## src/hw/sdram_refresh_defs.svh

```systemverilog
`ifndef SDRAM_REFRESH_DEFS_SVH
`define SDRAM_REFRESH_DEFS_SVH
// ------------------------------------------------------------
// command encodings {cs_n, ras_n, cas_n, we_n}
// ------------------------------------------------------------
`define CMD_NOP        4'h7
`define CMD_ACTIVE     4'h3
`define CMD_READ       4'h5
`define CMD_WRITE      4'h4
`define CMD_BURST_STOP 4'h6
`define CMD_PRECHARGE  4'h2
`define CMD_REFRESH    4'h1
`define CMD_LOAD_MODE  4'h0
// ------------------------------------------------------------
// sizes and timing
// ------------------------------------------------------------
`define ROW_W          13
`define ROWS           13'h1FFF
`define CLK_PERIOD_NS  40
`define BURST_W        10
`define FULL_PAGE_LEN  10'h3FF
// auto refreshes that cover every row once, and the period they must fit in
`define REFRESH_COUNT      14'h2000
`define REFRESH_PERIOD_NS  32'h03D09000
// internal self refresh clock: one refresh tick every this many cycles plus one
`define SELF_TICK_DIV  8'h1F
`endif

```

## src/hw/sdram_refresh_pkg.sv

```systemverilog
package sdram_refresh_pkg;
    typedef enum logic [1:0] {ST_NORMAL, ST_SELF, ST_EXIT} refresh_state_t;
endpackage : sdram_refresh_pkg

```

## src/hw/sdram_refresh_and_burst_stop.sv

```systemverilog
`timescale 1ns/1ns
// Summary of operation
// - burst stop ends the running burst, fixed length or full page.
// - the stopped burst is the latest read or write before the stop.
// - auto refresh uses internal row counter; address inputs ignored.
// - self refresh entry is the refresh command with clock enable low.
// - in self refresh only clock enable is looked at; it stays low.
// - in self refresh an internal tick drives the device's own refreshes.
// - refresh is cs ras cas low, we high; stop is cs we low.
`include "sdram_refresh_defs.svh"
module sdram_refresh_and_burst_stop
(
    input  wire logic                   clock_in,
    input  wire logic                   nrst_in,
    input  wire logic                   clock_enable_in,
    input  wire logic                   chip_select_n_in,
    input  wire logic                   row_strobe_n_in,
    input  wire logic                   column_strobe_n_in,
    input  wire logic                   write_enable_n_in,
    input  wire logic [`ROW_W-1:0]      address_in,
    input  wire logic                   full_page_in,
    input  wire logic [`BURST_W-1:0]    burst_length_in,
    output logic                        burst_active_out,
    output logic                        burst_is_write_out,
    output logic                        burst_stopped_out,
    output logic                        refresh_pulse_out,
    output logic [`ROW_W-1:0]           refresh_row_out,
    output logic                        self_refresh_out,
    output logic                        exit_busy_out
);
    import sdram_refresh_pkg::*;

    // ------------------------------------------------------------
    // command decode
    // ------------------------------------------------------------
    refresh_state_t   state_q;
    refresh_state_t   state_d;
    wire logic [3:0]  cmd;
    wire logic        is_read;
    wire logic        is_write;
    wire logic        is_stop;
    wire logic        is_refresh;
    wire logic        normal;
    wire logic        auto_refresh;
    wire logic        self_entry;

    assign cmd        = {chip_select_n_in, row_strobe_n_in, column_strobe_n_in,
                         write_enable_n_in};
    assign normal     = (state_q == ST_NORMAL);
    assign is_read    = normal && clock_enable_in && (cmd == `CMD_READ);
    assign is_write   = normal && clock_enable_in && (cmd == `CMD_WRITE);
    assign is_stop    = normal && clock_enable_in && (cmd == `CMD_BURST_STOP);
    assign is_refresh = normal && (cmd == `CMD_REFRESH);
    assign auto_refresh = is_refresh && clock_enable_in;
    assign self_entry   = is_refresh && !clock_enable_in;

    // ------------------------------------------------------------
    // burst tracking
    // ------------------------------------------------------------
    logic [`BURST_W-1:0] remain_q;
    logic [`BURST_W-1:0] remain_d;
    logic                active_d;
    logic                write_d;
    logic                stopped_d;
    wire logic [`BURST_W-1:0] start_len;

    // full page never ends on its own, so its count is held at one below the top count
    assign start_len = full_page_in ? `FULL_PAGE_LEN : burst_length_in;

    always_comb
    begin
        remain_d  = remain_q;
        active_d  = burst_active_out;
        write_d   = burst_is_write_out;
        stopped_d = 1'b0;
        if (is_read || is_write)
        begin
            // a new access replaces the old one, so a later stop hits it
            remain_d = start_len - 10'h001;
            active_d = (start_len != 10'h000);
            write_d  = is_write;
        end
        else if (is_stop)
        begin
            stopped_d = burst_active_out;
            active_d  = 1'b0;
            remain_d  = 10'h000;
        end
        else if (burst_active_out && !full_page_in)
        begin
            if (remain_q == 10'h000)
            begin
                active_d = 1'b0;
            end
            else
            begin
                remain_d = remain_q - 10'h001;
            end
        end
        if (self_entry)
        begin
            active_d = 1'b0;
        end
    end

    // ------------------------------------------------------------
    // refresh sequencing
    // ------------------------------------------------------------
    logic [7:0] tick_q;
    logic [7:0] tick_d;
    logic [1:0] exit_cnt_q;
    logic [1:0] exit_cnt_d;
    wire logic  self_tick;
    wire logic  do_refresh;

    assign self_tick  = (state_q == ST_SELF) && (tick_q == `SELF_TICK_DIV);
    assign do_refresh = auto_refresh || self_entry || self_tick;

    always_comb
    begin
        state_d    = state_q;
        tick_d     = 8'h00;
        exit_cnt_d = 2'h0;
        case (state_q)
            ST_NORMAL:
            begin
                if (self_entry)
                begin
                    state_d = ST_SELF;
                end
            end
            ST_SELF:
            begin
                // every input but clock enable is ignored here
                tick_d = self_tick ? 8'h00 : tick_q + 8'h01;
                if (clock_enable_in)
                begin
                    state_d = ST_EXIT;
                end
            end
            ST_EXIT:
            begin
                // two clocks guard any internal refresh still finishing
                exit_cnt_d = exit_cnt_q + 2'h1;
                if (exit_cnt_q == 2'h1)
                begin
                    state_d = ST_NORMAL;
                end
            end
            default:
            begin
                state_d = ST_NORMAL;
            end
        endcase
    end

    // ------------------------------------------------------------
    // sequencer registers
    // ------------------------------------------------------------
    always_ff @(posedge clock_in or negedge nrst_in)
    begin
        if (!nrst_in)
        begin
            state_q          <= ST_NORMAL;
            tick_q           <= 8'h00;
            exit_cnt_q       <= 2'h0;
            self_refresh_out <= 1'b0;
            exit_busy_out    <= 1'b0;
        end
        else
        begin
            state_q          <= state_d;
            tick_q           <= tick_d;
            exit_cnt_q       <= exit_cnt_d;
            // taken from the next state so the flags line up with state_q
            self_refresh_out <= (state_d == ST_SELF);
            exit_busy_out    <= (state_d == ST_EXIT);
        end
    end

    // ------------------------------------------------------------
    // burst registers
    // ------------------------------------------------------------
    always_ff @(posedge clock_in or negedge nrst_in)
    begin
        if (!nrst_in)
        begin
            remain_q           <= 10'h000;
            burst_active_out   <= 1'b0;
            burst_is_write_out <= 1'b0;
            burst_stopped_out  <= 1'b0;
        end
        else
        begin
            remain_q           <= remain_d;
            burst_active_out   <= active_d;
            burst_is_write_out <= write_d;
            burst_stopped_out  <= stopped_d;
        end
    end

    // ------------------------------------------------------------
    // refresh row counter
    // ------------------------------------------------------------
    always_ff @(posedge clock_in or negedge nrst_in)
    begin
        if (!nrst_in)
        begin
            refresh_pulse_out <= 1'b0;
            refresh_row_out   <= 13'h0000;
        end
        else
        begin
            refresh_pulse_out <= do_refresh;
            if (do_refresh)
            begin
                // address pins are never read for a refresh
                refresh_row_out <= (refresh_row_out == `ROWS) ? 13'h0000
                                   : refresh_row_out + 13'h0001;
            end
        end
    end
endmodule : sdram_refresh_and_burst_stop

```

## config.mk

```make
export PLATFORM = sky130hd
export DESIGN_NAME = sdram_refresh_and_burst_stop
export DESIGN_NICKNAME = d
export VERILOG_FILES = /design/src/hw/sdram_refresh_pkg.sv /design/src/hw/sdram_refresh_and_burst_stop.sv
export VERILOG_INCLUDE_DIRS = /design/src /design/src/hw
export SDC_FILE = /design/constraint.sdc
export NUM_CORES = 1
export LEC_CHECK = 0
export ABC_AREA = 1
export BUFFER_PORTS_ARGS = -buffer_cell sky130_fd_sc_hd__buf_4
export CORE_ASPECT_RATIO = 1.25
export CORE_MARGIN = 5
export CORE_UTILIZATION = 50
export DETAILED_ROUTE_END_ITERATION = 8
export PLACE_DENSITY = 0.74
export SLEW_MARGIN = 25
export SYNTH_ARGS = -nofsm -noshare
export SYNTH_HDL_FRONTEND = slang
export SYNTH_SLANG_ARGS = --single-unit
```

## constraint.sdc

```tcl
create_clock -name clock_in -period 1.6 [get_ports clock_in]
set_clock_uncertainty 0.2 [all_clocks]
set_input_delay 0.32 -clock clock_in [delete_from_list [all_inputs] [get_ports clock_in]]
set_output_delay 0.32 -clock clock_in [all_outputs]
set_load 0.01 [all_outputs]
```

==> flow_summary.ini <==
[grt]
grt_use_total_pct = 20.9
grt_start_max_net_pins = 42
grt_pass1_wl_um = 11300
grt_pass1_vias = 2693
grt_antenna_before_repair = 0
overflow = 0

[power]
p_seq_share_pct = 31.8
switching_share_pct = 38.6
power_density_nw_per_um2 = 1160
intPower_uw = 2710
ir_drop_v = 0.000743
p_clk_share_pct = 19.2
p_leak_uw = 0.00180
combPwrFrac_pct = 49.0
p_sw_uw = 1700

[setup_path]
worst-path-buf-inv = 2
criticalPathCategory = reg2reg
regToRegSetupSlack_ns = -0.12
rr_startpoint = remain_q[1]
r2r-end = remain_q[4]
slowest_delay_ns = 0.41
cp_data_required_time_ns = 1.61
crit_family = simple AND/OR/NAND/NOR gates
critPathMaxFanout = 8
start_kind = register
worst-endpoint-arrival_ns = 1.74
critPathSlowestCell = dfrtp_1
reg2reg_depth = 9
crit_path_end_kind = register
path_depth = 9
cp_cell_sequence = inv_2 > ha_4 > nand2_4 > nor2_4 > nand4_4 > nand2_4 > nand2_8 > buf_6 > o21ai_2
path_common_cell = nand2_4

[synth]
yosysWarnings = 0
yosysUniqueCellTypes = 31
synthTopCellsByArea = dfrtp_1, nand2_1, nand3_1
syn-num-nets = 391
synth_edf_count = 0
postSynthCellCount = 355
synthMuxAreaShare_pct = 0
avgSynthCellArea_um2 = 7.50
synth.most_common_cell = nand2_1
synth_commonest_cells = nand2_1, inv_1, dfrtp_1, nor2_1, nand3_1
synthArstFlopShare_pct = 100
syn_area_um2 = 2660
ys_seq_elements = 41
synth_ff_type = dfrtp_1
ys_seq_area_share_pct = 38.5
synth_simple_gate_area_share_pct = 37.9
synth_top_area_cell = dfrtp_1
synth_top_area_share_pct = 38.5
synth-compound-area-share_pct = 8.69
synthAdderAreaFrac_pct = 2.35
synth_top_family_by_area = simple AND/OR/NAND/NOR gates
synth_xor_area_share_pct = 3.62

[floorplan]
ios = 50
initial_utilization_pct = 52.0
core_um2 = 5120
dieArea_um2 = 6890
die_x_um = 75.3
num_rows = 29
die_h_um = 91.6

[clock_tree]
tritoncts = yes
clk_latency_ns = 0.29
clock_path_buffers = 2
cts.sinks = 41
ctsRootBufferMaster = clkbuf_8
cts.reportedPaths.clkPinSlew_ns = 0.08
cts_buffers = 5
htree_levels = 2

[final_layout]
antenna_cells = 0
syn2layout_area_growth_pct = 43.0
multiInputGateArea_um2 = 1640
fillerInstances = 372
fin_nets = 486
regArea_um2 = 1030
final_area_um2 = 3810
drive_above_1_share_pct = 37.5

[sta]
rsz0062_at_grt = yes
fmax_mhz = 580
fin_ws_ns = -0.123
worst_pin_slew_ns = 0.523
drv_slew = 0
setup_viol = 10
hold_viol_final = 0
slew_headroom_pct = 65.1
min_period_over_period_pct = 108
min_period_ns = 1.72

[drt]
num_vias = 2713
drc_errors = 0
wl_per_cell_um = 14.2
drtIter0Drc = 137
wl_um = 7310
ant_nets = 0
viasPerCell = 5.29
first_pass_iters = 4

[hold_path]
hp-start = clock_enable_in
min_path_cells = 2
hold_class = in2reg
whs_endpoint = self_refresh_out

[run]
maxCapViolCount = 0

[placement]
place_ws_ns = -0.114
portBuffers = 36
placed_cell_area_um2 = 3340
dp_hpwl_um = 4740
gp_congestion = 0.888

[run_status]
violations = setup timing
outcome = finished with violations
==> final cells by class <==
class	count	share of cell area (%)
Sequential cell	41	27.1
Timing Repair Buffer	92	20.0
Inverter	47	4.67
Tap cell	62	2.04
Clock inverter	3	1.22
Clock buffer	5	1.81
Multi-Input combinational cell	263	43.2
==> routing by layer <==
metal / global-route usage, % / up-vias / routed length [um]
met5: 0 / - / 0
met4: 8.75 / 0 / 219
met3: 2.98 / 22 / 262
met2: 38.1 / 67 / 3950
met1: 23.5 / 1290 / 2880
li1: - / 1334 / -
==> power groups by stage <==
| stage | combinational (uW) | clock, uW | sequential (uW) |
|---|---|---|---|
| global placement | 1770 | 0 | 1410 |
| detailed placement | 1820 | 0 | 1410 |
| global route | 2390 | 931 | 1430 |
| CTS | 1990 | 874 | 1390 |
| floorplan | 1040 | 0 | 1470 |
| finish | 2160 | 847 | 1400 |
==> per-stage QoR <==
step / hold WS [ns] / TNS, ns / std cells / total power [uW] / util (%)
2_1_floorplan: -0.176 / -0.00496 / 355 / 2510 / -
3_3_place_gp: 0.135 / -0.767 / 491 / 3180 / 65.3
3_5_place_dp: 0.137 / -0.817 / 491 / 3240 / 65.3
5_1_grt: 0.0175 / -2.10 / 513 / 4750 / 74.4
4_1_cts: 0.0261 / -0.102 / 505 / 4260 / 69.7
6_report: 0.0340 / -0.787 / 513 / 4410 / 74.4
==> logic make-up after synthesis <==
group / Yosys count
compound gates: 37
xor+xnor: 11
fa+ha+maj: 5
buf+inv: 53
flops: 41
simple gates: 208
==> placed cells by master, fill, tap and decap left out, types with 3 or more instances in the layout <==
master and count:
buf_4 81, buf_6 7, clkbuf_8 5, dfrtp_1 38
dfrtp_2 3, ha_4 3, inv_1 42, inv_2 4
nand2_1 87, nand2_4 7, nand3_1 26, nand3_2 10
nand3_4 3, nand4_1 10, nor2_1 35, nor2_2 10
nor2_4 9, nor3_2 4, o21ai_0 8, o21ai_1 11
o21ai_2 9, xnor2_1 5, xor2_1 6
==> registers in the layout, indices dropped and copies added (netlist names) <==
signal              flops
remain_q               10
exit_busy_out           1
self_refresh_out        1
burst_stopped_out       1
tick_q                  8
exit_cnt_q              2
burst_active_out        1
state_q                 2
burst_is_write_out      1
refresh_pulse_out       1
refresh_row_out        13
==> what timing repair did <==
action                                  4_1_cts  5_1_grt
buffers inserted                              4        5
gates cloned                                  1        3
endpoints found under the setup margin       16       24
pin swaps                                     4       12
resized for setup                            15       46
hold buffers                                  1        0
hold endpoints to repair                     41        0
==> how the worst max path moves through the flow <==
| stage | endpoint | slack [ns] | start |
|---|---|---|---|
| floorplan | remain_q[4] | -0.005 | full_page_in |
| global placement | remain_q[8] | -0.11 | remain_q[1] |
| detailed placement | remain_q[6] | -0.11 | remain_q[1] |
| CTS | remain_q[4] | -0.03 | remain_q[1] |
| global route | remain_q[7] | -0.23 | remain_q[1] |
| finish | remain_q[4] | -0.12 | remain_q[1] |
==> worst register-to-register path, stage by stage (launching register included) <==
cell,delay (ns)
dfrtp_1,0.41
inv_2,0.09
ha_4,0.16
nand2_4,0.06
nor2_4,0.11
nand4_4,0.11
nand2_4,0.15
nand2_8,0.09
buf_6,0.14
o21ai_2,0.12
Power figures use the tool's default switching activity.
